--- src/include/ppm_pkg.sv ---
// constants and helpers for the port pin function multiplexer
package ppm_pkg;
  // register word select, address bits [4:2]
  localparam logic [2:0] R_IN = 3'h0;
  localparam logic [2:0] R_OUT = 3'h1;
  localparam logic [2:0] R_DIR = 3'h2;
  localparam logic [2:0] R_IFG = 3'h3;
  localparam logic [2:0] R_IES = 3'h4;
  localparam logic [2:0] R_IE = 3'h5;
  localparam logic [2:0] R_SEL = 3'h6;
  localparam logic [2:0] R_IFS = 3'h7;
  // byte addresses of the register groups
  localparam logic [7:0] A_P1 = 8'h00;
  localparam logic [7:0] A_P2 = 8'h20;
  localparam logic [7:0] A_CFG = 8'h40;
  // config word fields
  localparam int C_MODE = 0;
  localparam int C_PSEL = 8;
  localparam int C_SVS = 12;
  localparam int C_USEPS = 16;
  // thresholds and codes
  localparam logic [7:0] THR_MODE_HI = 8'hE0;
  localparam logic [7:0] THR_MODE_LO = 8'hC0;
  localparam logic [3:0] THR_PS_A = 4'h5;
  localparam logic [3:0] THR_PS_B = 4'h4;
  localparam logic [3:0] SVS_ANALOG = 4'hF;
  localparam logic [7:0] P1_MASK = 8'hFC;
  localparam logic [7:0] P2_MASK = 8'hFF;
  localparam logic [7:0] RST_BYTE = 8'h00;
  localparam logic [1:0] RESP_OKAY = 2'h0;
  localparam logic [1:0] RESP_SLVERR = 2'h2;

  // address maps onto a register
  function automatic logic addr_ok(input logic [7:0] a);
    return (a[7:5] == A_P1[7:5]) || (a[7:5] == A_P2[7:5]) || (a[7:2] == A_CFG[7:2]);
  endfunction

  // pin group carries segment drive
  function automatic logic seg_on(input logic [7:0] mode, input logic [3:0] psel,
                                  input logic use_ps, input logic [7:0] mthr,
                                  input logic [3:0] pthr);
    return use_ps ? (psel >= pthr) : (mode >= mthr);
  endfunction
endpackage

--- src/core/ppm_sync.sv ---
// three-stage pin input synchroniser with agreement filter
`timescale 1ns/1ps
`default_nettype none
module ppm_sync #(
  parameter int W = 6
) (
  input wire logic clk, // system clock
  input wire logic nrst, // async reset, low
  input wire logic [W-1:0] d, // raw pin levels
  output logic [W-1:0] q // filtered levels
);
  typedef struct packed {
    logic [W-1:0] f1;
    logic [W-1:0] f2;
    logic [W-1:0] f3;
    logic [W-1:0] q;
  } ppm_sync_t;
  ppm_sync_t s;
  ppm_sync_t next_s;

  // shift chain, accept a bit once stages two and three agree
  always_comb begin
    next_s = s;
    next_s.f1 = d;
    next_s.f2 = s.f1;
    next_s.f3 = s.f2;
    next_s.q = (s.f2 & s.f3) | (s.q & (s.f2 ^ s.f3));
  end

  // state register
  always_ff @(posedge clk or negedge nrst) begin
    if (!nrst) begin
      s <= '0;
    end else begin
      s <= next_s;
    end
  end
  assign q = s.q;
endmodule
`default_nettype wire

--- src/core/ppm_axil.sv ---
// axi4-lite slave front end for the pin mux registers
`timescale 1ns/1ps
`default_nettype none
module ppm_axil (
  input wire logic clk, // system clock
  input wire logic nrst, // async reset, low
  input wire logic [7:0] awaddr, // write address
  input wire logic awvalid, // write address valid
  output logic awready, // write address ready
  input wire logic [31:0] wdata, // write data
  input wire logic [3:0] wstrb, // byte enables
  input wire logic wvalid, // write data valid
  output logic wready, // write data ready
  output logic [1:0] bresp, // write response
  output logic bvalid, // response valid
  input wire logic bready, // response ready
  input wire logic [7:0] araddr, // read address
  input wire logic arvalid, // read address valid
  output logic arready, // read address ready
  output logic [31:0] rdata, // read data
  output logic [1:0] rresp, // read response
  output logic rvalid, // read valid
  input wire logic rready, // read ready
  output logic wr_en, // register write strobe
  output logic [7:0] wr_addr, // write address
  output logic [31:0] wr_data, // write data
  output logic [3:0] wr_strb, // write byte enables
  output logic [7:0] rd_addr, // read address
  input wire logic [31:0] rd_data // read mux result
);
  typedef struct packed {
    logic aw_full;
    logic [7:0] aw_addr;
    logic w_full;
    logic [31:0] w_data;
    logic [3:0] w_strb;
    logic awready;
    logic wready;
    logic bvalid;
    logic [1:0] bresp;
    logic ar_pend;
    logic [7:0] ar_addr;
    logic arready;
    logic rvalid;
    logic [31:0] rdata;
    logic [1:0] rresp;
  } ppm_axil_t;
  ppm_axil_t s;
  ppm_axil_t next_s;
  logic fire;

  // write fires once address and data are both held and no write response is pending
  assign fire = s.aw_full && s.w_full && !s.bvalid;

  // channel handshakes
  always_comb begin
    next_s = s;
    if (awvalid && s.awready) begin
      next_s.aw_full = 1'h1;
      next_s.aw_addr = awaddr;
    end
    if (wvalid && s.wready) begin
      next_s.w_full = 1'h1;
      next_s.w_data = wdata;
      next_s.w_strb = wstrb;
    end
    if (s.bvalid && bready) begin
      next_s.bvalid = 1'h0;
    end
    if (fire) begin
      next_s.aw_full = 1'h0;
      next_s.w_full = 1'h0;
      next_s.bvalid = 1'h1;
      next_s.bresp = ppm_pkg::addr_ok(s.aw_addr) ? ppm_pkg::RESP_OKAY : ppm_pkg::RESP_SLVERR;
    end
    next_s.awready = !next_s.aw_full;
    next_s.wready = !next_s.w_full;
    if (s.rvalid && rready) begin
      next_s.rvalid = 1'h0;
    end
    if (arvalid && s.arready) begin
      next_s.ar_pend = 1'h1;
      next_s.ar_addr = araddr;
    end
    if (s.ar_pend) begin
      next_s.ar_pend = 1'h0;
      next_s.rvalid = 1'h1;
      next_s.rdata = rd_data;
      next_s.rresp = ppm_pkg::addr_ok(s.ar_addr) ? ppm_pkg::RESP_OKAY : ppm_pkg::RESP_SLVERR;
    end
    next_s.arready = !next_s.ar_pend && !next_s.rvalid;
  end

  // state register
  always_ff @(posedge clk or negedge nrst) begin
    if (!nrst) begin
      s <= '0;
    end else begin
      s <= next_s;
    end
  end

  // outputs
  assign awready = s.awready;
  assign wready = s.wready;
  assign bvalid = s.bvalid;
  assign bresp = s.bresp;
  assign arready = s.arready;
  assign rvalid = s.rvalid;
  assign rdata = s.rdata;
  assign rresp = s.rresp;
  assign wr_en = fire;
  assign wr_addr = s.aw_addr;
  assign wr_data = s.w_data;
  assign wr_strb = s.w_strb;
  assign rd_addr = s.ar_addr;
endmodule
`default_nettype wire

--- src/core/ppm_top.sv ---
// pin function multiplexer for first-port bits 2-7 and second port
`timescale 1ns/1ps
`default_nettype none
module ppm_top (
  input wire logic CLOCK, // 20 MHz system clock
  input wire logic NRST, // async reset, low
  input wire logic [7:0] AWADDR, // axi write address
  input wire logic AWVALID, // axi
  output logic AWREADY, // axi
  input wire logic [31:0] WDATA, // axi write data
  input wire logic [3:0] WSTRB, // axi byte enables
  input wire logic WVALID, // axi
  output logic WREADY, // axi
  output logic [1:0] BRESP, // axi
  output logic BVALID, // axi
  input wire logic BREADY, // axi
  input wire logic [7:0] ARADDR, // axi read address
  input wire logic ARVALID, // axi
  output logic ARREADY, // axi
  output logic [31:0] RDATA, // axi
  output logic [1:0] RRESP, // axi
  output logic RVALID, // axi
  input wire logic RREADY, // axi
  input wire logic [5:0] P1_IN, // pin levels, bits 7..2
  output logic [5:0] P1_OUT, // pin drive value
  output logic [5:0] P1_OE, // pin drive enable
  output logic [5:0] P1_SEG_EN, // pin carries segment S26..S31
  input wire logic [5:0] P2_IN, // pin levels, bits 5..0
  output logic [5:0] P2_OUT, // pin drive value
  output logic [5:0] P2_OE, // pin drive enable
  output logic [1:0] P2_SEG_EN, // pin carries segment S24,S25
  output logic P2_ANALOG_EN, // bit 3 routed to supervisor
  input wire logic TIMER_OUT1, // timer unit 1 output
  input wire logic TIMER_OUT2, // timer unit 2 output
  input wire logic SUPERVISOR_OUT, // supervisor output
  input wire logic ACLK_IN, // auxiliary clock level
  input wire logic SERIAL_MOSI_OUT, // serial mosi drive
  input wire logic SERIAL_MOSI_DIR, // serial mosi direction
  input wire logic SERIAL_MISO_OUT, // serial miso drive
  input wire logic SERIAL_MISO_DIR, // serial miso direction
  input wire logic SERIAL_CLK_OUT, // serial clock drive
  input wire logic SERIAL_CLK_DIR, // serial clock direction
  input wire logic ASYNC_TX, // async transmit data
  output logic TIMER_CAP_1A, // capture input 1A
  output logic TIMER_CAP_2A, // capture input 2A
  output logic TIMER_EXT_CLK, // timer external clock
  output logic SERIAL_MOSI_IN, // serial mosi receive
  output logic SERIAL_MISO_IN, // serial miso receive
  output logic SERIAL_CLK_IN, // serial clock receive
  output logic SERIAL_STE_IN, // slave transmit enable
  output logic ASYNC_RX, // async receive data
  output logic IRQ // level, unmasked flag set
);
  typedef struct packed {
    logic [7:0] out;
    logic [7:0] dir;
    logic [7:0] ifg;
    logic [7:0] ies;
    logic [7:0] ie;
    logic [7:0] sel;
  } ppm_port_t;

  typedef struct packed {
    ppm_port_t p1;
    ppm_port_t p2;
    logic [7:0] prev1;
    logic [7:0] prev2;
    logic [7:0] mode;
    logic [3:0] psel;
    logic [3:0] svs;
    logic use_ps;
    logic [5:0] o1;
    logic [5:0] oe1;
    logic [5:0] seg1;
    logic [5:0] o2;
    logic [5:0] oe2;
    logic [1:0] seg2;
    logic ana;
    logic [7:0] mod_in;
    logic irq;
  } ppm_state_t;

  ppm_state_t st;
  ppm_state_t next_st;
  logic wr_en;
  logic [7:0] wr_addr;
  logic [31:0] wr_data;
  logic [3:0] wr_strb;
  logic [7:0] rd_addr;
  logic [31:0] rd_data;
  logic [5:0] s1;
  logic [5:0] s2;
  logic seg_a, seg_b, seg_c, ana;
  logic [7:0] segm1, segm2, in1, in2, ev1, ev2, mo1, md1, mo2, md2, po1, pd1, po2, pd2;

  // bitwise choice between module and port values
  function automatic logic [7:0] pmux(input logic [7:0] s, input logic [7:0] a,
                                      input logic [7:0] b);
    return (s & a) | (~s & b);
  endfunction

  // edge per select: 0 rising, 1 falling
  function automatic logic [7:0] edge_of(input logic [7:0] v, input logic [7:0] p,
                                         input logic [7:0] ies);
    return (v ^ p) & (v ^ ies);
  endfunction

  // register write and flag update; hardware set wins over clear
  function automatic ppm_port_t port_wr(input ppm_port_t p, input logic en,
                                        input logic [2:0] r, input logic [7:0] d,
                                        input logic [7:0] m, input logic [7:0] ev);
    ppm_port_t q;
    q = p;
    if (en) begin
      case (r)
        ppm_pkg::R_OUT: q.out = d & m;
        ppm_pkg::R_DIR: q.dir = d & m;
        ppm_pkg::R_IFG: q.ifg = p.ifg & ~d;
        ppm_pkg::R_IES: q.ies = d & m;
        ppm_pkg::R_IE: q.ie = d & m;
        ppm_pkg::R_SEL: q.sel = d & m;
        ppm_pkg::R_IFS: q.ifg = p.ifg | (d & m);
        default: q = p;
      endcase
    end
    q.ifg = q.ifg | (ev & m);
    return q;
  endfunction

  // register read view
  function automatic logic [7:0] port_rd(input ppm_port_t p, input logic [2:0] r,
                                         input logic [7:0] v);
    case (r)
      ppm_pkg::R_IN: return v;
      ppm_pkg::R_OUT: return p.out;
      ppm_pkg::R_DIR: return p.dir;
      ppm_pkg::R_IES: return p.ies;
      ppm_pkg::R_IE: return p.ie;
      ppm_pkg::R_SEL: return p.sel;
      default: return p.ifg;
    endcase
  endfunction

  // bus slave
  ppm_axil u_axil (
    .clk(CLOCK), .nrst(NRST),
    .awaddr(AWADDR), .awvalid(AWVALID), .awready(AWREADY),
    .wdata(WDATA), .wstrb(WSTRB), .wvalid(WVALID), .wready(WREADY),
    .bresp(BRESP), .bvalid(BVALID), .bready(BREADY),
    .araddr(ARADDR), .arvalid(ARVALID), .arready(ARREADY),
    .rdata(RDATA), .rresp(RRESP), .rvalid(RVALID), .rready(RREADY),
    .wr_en(wr_en), .wr_addr(wr_addr), .wr_data(wr_data), .wr_strb(wr_strb),
    .rd_addr(rd_addr), .rd_data(rd_data)
  );

  // pin input synchronisers
  ppm_sync #(.W(6)) u_sync1 (.clk(CLOCK), .nrst(NRST), .d(P1_IN), .q(s1));
  ppm_sync #(.W(6)) u_sync2 (.clk(CLOCK), .nrst(NRST), .d(P2_IN), .q(s2));

  // segment and analog selection, input gating, edge events
  always_comb begin
    seg_a = ppm_pkg::seg_on(st.mode, st.psel, st.use_ps, ppm_pkg::THR_MODE_HI,
                            ppm_pkg::THR_PS_A);
    seg_b = ppm_pkg::seg_on(st.mode, st.psel, st.use_ps, ppm_pkg::THR_MODE_LO,
                            ppm_pkg::THR_PS_B);
    seg_c = ppm_pkg::seg_on(st.mode, st.psel, st.use_ps, ppm_pkg::THR_MODE_HI,
                            ppm_pkg::THR_PS_B);
    ana = (st.svs == ppm_pkg::SVS_ANALOG);
    segm1 = {{2{seg_b}}, {4{seg_a}}, 2'h0};
    segm2 = {4'h0, ana, 1'h0, {2{seg_c}}};
    in1 = {s1, 2'h0} & ~segm1;
    in2 = {2'h0, s2} & ~segm2;
    ev1 = edge_of(in1, st.prev1, st.p1.ies);
    ev2 = edge_of(in2, st.prev2, st.p2.ies);
    mo1 = {SERIAL_MISO_OUT, SERIAL_MOSI_OUT, ACLK_IN, 1'h0, SUPERVISOR_OUT,
           TIMER_OUT1, 2'h0};
    md1 = {SERIAL_MISO_DIR, SERIAL_MOSI_DIR, st.p1.dir[5:2], 2'h0};
    mo2 = {3'h0, ASYNC_TX, 2'h0, SERIAL_CLK_OUT, TIMER_OUT2};
    md2 = {3'h0, 1'h1, st.p2.dir[3], 1'h0, SERIAL_CLK_DIR, st.p2.dir[0]};
    // pin drive and enable chosen per select bit
    po1 = pmux(st.p1.sel, mo1, st.p1.out);
    pd1 = pmux(st.p1.sel, md1, st.p1.dir);
    po2 = pmux(st.p2.sel, mo2, st.p2.out);
    pd2 = pmux(st.p2.sel, md2, st.p2.dir);
  end

  // read mux
  always_comb begin
    rd_data = 32'h0;
    if (rd_addr[7:5] == ppm_pkg::A_P1[7:5]) begin
      rd_data[7:0] = port_rd(st.p1, rd_addr[4:2], in1);
    end else if (rd_addr[7:5] == ppm_pkg::A_P2[7:5]) begin
      rd_data[7:0] = port_rd(st.p2, rd_addr[4:2], in2);
    end else if (rd_addr[7:2] == ppm_pkg::A_CFG[7:2]) begin
      rd_data[ppm_pkg::C_MODE +: 8] = st.mode;
      rd_data[ppm_pkg::C_PSEL +: 4] = st.psel;
      rd_data[ppm_pkg::C_SVS +: 4] = st.svs;
      rd_data[ppm_pkg::C_USEPS] = st.use_ps;
    end
  end

  // next state: registers, flags, pin and module outputs
  always_comb begin
    next_st = st;
    next_st.p1 = port_wr(st.p1, wr_en && wr_strb[0] && wr_addr[7:5] == ppm_pkg::A_P1[7:5],
                         wr_addr[4:2], wr_data[7:0], ppm_pkg::P1_MASK, ev1);
    next_st.p2 = port_wr(st.p2, wr_en && wr_strb[0] && wr_addr[7:5] == ppm_pkg::A_P2[7:5],
                         wr_addr[4:2], wr_data[7:0], ppm_pkg::P2_MASK, ev2);
    if (wr_en && wr_addr[7:2] == ppm_pkg::A_CFG[7:2]) begin
      if (wr_strb[0]) begin
        next_st.mode = wr_data[ppm_pkg::C_MODE +: 8];
      end
      if (wr_strb[1]) begin
        next_st.psel = wr_data[ppm_pkg::C_PSEL +: 4];
        next_st.svs = wr_data[ppm_pkg::C_SVS +: 4];
      end
      if (wr_strb[2]) begin
        next_st.use_ps = wr_data[ppm_pkg::C_USEPS];
      end
    end
    next_st.prev1 = in1;
    next_st.prev2 = in2;
    next_st.o1 = po1[7:2] & ~segm1[7:2];
    next_st.oe1 = pd1[7:2] & ~segm1[7:2];
    next_st.seg1 = segm1[7:2];
    next_st.o2 = po2[5:0] & ~segm2[5:0];
    next_st.oe2 = pd2[5:0] & ~segm2[5:0];
    next_st.seg2 = segm2[1:0];
    next_st.ana = ana;
    next_st.mod_in = {in2[5], in2[2], in2[1], in2[0], in1[7], in1[6], in1[5], in1[2]};
    next_st.irq = |(st.p1.ifg & st.p1.ie) | |(st.p2.ifg & st.p2.ie);
  end

  // state register
  always_ff @(posedge CLOCK or negedge NRST) begin
    if (!NRST) begin
      st <= '0;
    end else begin
      st <= next_st;
    end
  end

  // outputs
  assign P1_OUT = st.o1;
  assign P1_OE = st.oe1;
  assign P1_SEG_EN = st.seg1;
  assign P2_OUT = st.o2;
  assign P2_OE = st.oe2;
  assign P2_SEG_EN = st.seg2;
  assign P2_ANALOG_EN = st.ana;
  assign TIMER_CAP_1A = st.mod_in[0];
  assign TIMER_EXT_CLK = st.mod_in[1];
  assign SERIAL_MOSI_IN = st.mod_in[2];
  assign SERIAL_MISO_IN = st.mod_in[3];
  assign TIMER_CAP_2A = st.mod_in[4];
  assign SERIAL_CLK_IN = st.mod_in[5];
  assign SERIAL_STE_IN = st.mod_in[6];
  assign ASYNC_RX = st.mod_in[7];
  assign IRQ = st.irq;
endmodule
`default_nettype wire

--- config.mk ---
export PLATFORM = sky130hd
export DESIGN_NAME = ppm_top
export DESIGN_NICKNAME = d
export VERILOG_FILES = /design/src/include/ppm_pkg.sv /design/src/core/ppm_sync.sv /design/src/core/ppm_axil.sv /design/src/core/ppm_top.sv
export SDC_FILE = /design/constraint.sdc
export NUM_CORES = 1
export LEC_CHECK = 0
export BUFFER_PORTS_ARGS = -buffer_cell sky130_fd_sc_hd__buf_2
export CORE_MARGIN = 3
export CORE_UTILIZATION = 45
export DETAILED_ROUTE_END_ITERATION = 12
export PLACE_DENSITY_LB_ADDON = 0.05
export SETUP_SLACK_MARGIN = 0.1
export SLEW_MARGIN = 20
export SYNTH_ARGS = -nofsm -noshare
export SYNTH_HDL_FRONTEND = slang
export SYNTH_SLANG_ARGS = --single-unit
--- constraint.sdc ---
create_clock -name CLOCK -period 3.02 [get_ports CLOCK]
set_clock_uncertainty 0.2 [all_clocks]
set_input_delay 0.151 -clock CLOCK [delete_from_list [all_inputs] [get_ports CLOCK]]
set_output_delay 0.151 -clock CLOCK [all_outputs]
set_load 0.02 [all_outputs]
==> metrics.cfg <==
[die]
die_h_um = 161.2
dieArea_mm2 = 0.02598
core.rowCount = 56
coreArea_mm2 = 0.02354
ios = 165
fp.dieW_um = 161.2
initial_utilization_pct = 46.03

[critical_path]
r2r_start = u_axil.wr_addr[6]$_DFFE_PN0P_
worstPathCellList = or3b_2 -> nor4b_4 -> nand3_2 -> mux2_2
worstSetupStartpointType = flop
cp_slowest_cell = or3b_2
rr_worst_depth = 4
crit_end = st[77]$_DFFE_PN0P_
worstSetupPathType = flop to flop
critPathLaunch = u_axil.wr_addr[6]$_DFFE_PN0P_
crit_family = simple AND/OR/NAND/NOR gates
r2r_end = st[77]$_DFFE_PN0P_
cp-end-kind = flop
cp_max_fo = 12
r2r_slack_ps = 440
path_buf_inv = 0
path_depth = 4
cp_slowest_stage_delay_ps = 670
cp_data_arrival_time_ps = 2800
critPathRequiredTime_ps = 3240

[clocking]
htree_levels = 1
cts_tree = built
clockRootBuffer = clkbuf_16
clk_latency_ps = 540
clock_path_buffers = 3
cts.clk_slew.worst_paths_ps = 60
cts_buffers = 28
cts.sinks = 251

[detailed_routing]
routed_via_density = 5.382
first_pass_iters = 4
wirelength_um = 26530
ant_nets = 0
drc = 0
post_drt_wl_per_cell_um = 19.72
first_iter_violations = 299
vias = 7239

[hold_path]
min_path_type = input pin to async pin

[place]
placedCellCount = 1230
port_buffers = 127
placed_area_mm2 = 0.01152
hpwl_um = 18260
finalWeightedCongestion = 0.8351

[sta]
rsz0062_at_grt = no
fin_tns_setup_ps = 0
relSlewSlack_pct = 54.61
setup_viol = 0
period_share_pct = 85.48
post-route-min-period_ps = 2581
max_freq_ghz = 0.3874
worst_pin_slew_ps = 678.4
finalHoldViolations = 1
slew_violations = 0
whs_ps = -1.974

[synthesis]
async_reset_ff_share_pct = 100.0
ys_top_cells_by_area = dfrtp_1 (58%), mux2_2 (12%), buf_4 (4.7%)
ys_ff_latch = 251
syn_avg_cell_area_um2 = 12.81
yosys.area.top_type = dfrtp_1
synthDistinctLibCells = 62
synth.top_cell.area_share_pct = 57.96
synth-seq-area-share_pct = 57.96
synthCells = 846
yosys_warnings = 0
synth_area_mm2 = 0.01084
ys.flop_type = dfrtp_1
synth_edf_count = 0

[finish]
final_common_cell = dfrtp_1
area_growth_pct = 20.79
layout_common_cells = dfrtp_1 (251), buf_2 (126), mux2_2 (119)
fillerInstances = 2027
drive_gt1_share_pct = 33.24
antennaDiodeCount = 0
final_util_pct = 55.60
fin_nets = 1101
stdcell_area_mm2 = 0.01309
fin_cells = 1345

[outcome]
violations = hold timing
status = finished with violations

[global_routing]
track_usage_pct = 20.95
grt_max_degree = 86
grt_pass1_vias = 7903
gr-total-overflow = 0
grt_antenna_before_repair = 0
grt_first_pass_wirelength_um = 43390

[power_and_ir_drop]
p_per_area_mw_per_mm2 = 873.2
ir_drop_v = 0.0005282
p_leak_nw = 6.258

[run]
cap_violations = 0

-- kinds of logic after synthesis --
| kind of cell | share of synthesized area [%] |
|---|---|
| AO/OA/AOI/OAI | 10.13 |
| adder cells (fa/ha/maj) | 1.385 |
| buffers and inverters | 6.766 |
| flip-flops | 57.96 |
| multiplexers | 14.52 |
| other | 0.03460 |
| AND/OR/NAND/NOR | 9.202 |
-- layout make-up --
cell class,instances,area (µm²),share of cell area [%]
inverters,18,67.56,0.5162
multi-input cells,486,3882,29.66
clock buffers,45,865.8,6.614
well taps,319,399.1,3.049
flip-flops and latches,251,6281,47.98
clock inverters,4,45.04,0.3441
repair buffers,222,1549,11.83
-- worst min-delay path by stage --
| stage | endpoint |
|---|---|
| 2_1_floorplan | IRQ$_DFF_PN0_ |
| 3_3_place_gp | u_sync2.next_s[14]$_DFF_PN0_ |
| 3_5_place_dp | u_sync2.next_s[14]$_DFF_PN0_ |
| 4_1_cts | u_sync2.next_s[14]$_DFF_PN0_ |
| 5_1_grt | u_sync1.next_s[16]$_DFF_PN0_ |
| 6_report | u_sync2.next_s[14]$_DFF_PN0_ |
-- power breakdown --
| group | switching (mW) | internal, mW | leakage (nW) |
|---|---|---|---|
| clock | 1.29 | 2.02 | 0.450 |
| combinational | 1.84 | 1.40 | 2.60 |
| sequential | 0.729 | 4.14 | 3.20 |
-- sequential cells by signal, indices dropped and copies added (netlist names), 2 cells and up --
| signal | count |
|---|---|
| u_axil.wr_addr | 6 |
| P2_OE | 6 |
| u_sync1.q | 6 |
| st | 102 |
| md1 | 4 |
| u_axil.rdata | 17 |
| u_axil.wr_strb | 3 |
| P2_OUT | 6 |
| u_sync2.q | 6 |
| P1_SEG_EN | 2 |
| P1_OUT | 6 |
| u_sync2.s | 6 |
| u_sync2.next_s | 12 |
| u_axil.rd_addr | 6 |
| u_axil.wr_data | 17 |
| u_sync1.next_s | 12 |
| u_sync1.s | 6 |
| P1_OE | 6 |
| md2 | 2 |
| u_axil.s | 3 |
-- per-layer routing --
| layer | global-route usage [%] | part of all wire [%] | up-vias |
|---|---|---|---|
| met5 | 0 | 0 | - |
| met4 | 6.218 | 2.4 | 0 |
| met3 | 3.514 | 5.1 | 44 |
| met2 | 35.05 | 49 | 189 |
| met1 | 28.35 | 44 | 3689 |
| li1 | - | - | 3317 |
-- timing repair --
| item | CTS | global route |
|---|---|---|
| gates resized for setup | 0 | 0 |
| buffers inserted | 0 | 0 |
| hold buffers | 66 | 0 |
| endpoints found under the hold margin | 310 | 0 |
-- cell usage after synthesis, drive strengths merged, types with 13 or more instances --
| library cell | n |
|---|---|
| nor2 | 30 |
| nand2 | 35 |
| a221oi | 14 |
| buf | 73 |
| a22oi | 13 |
| o21ai | 21 |
| nand3 | 13 |
| dfrtp | 251 |
| and2 | 14 |
| inv | 18 |
| mux2 | 120 |
| a21o | 13 |
| clkbuf | 34 |
| a31oi | 13 |
| o211ai | 16 |
| mux2i | 20 |
-- through the flow --
step | hold slack (ps) | setup WS [ps] | power, mW
final | -1.974 | 438.6 | 11.43
after global routing | 41.65 | 358.7 | 12.11
after CTS | 20.25 | 472.6 | 11.54
after detailed placement | -12.90 | 482.1 | 8.072
after global placement | -17.10 | 502.9 | 7.964
after floorplan | -344.6 | 663.6 | 7.019
No activity file was read; power rests on OpenSTA's default activity.
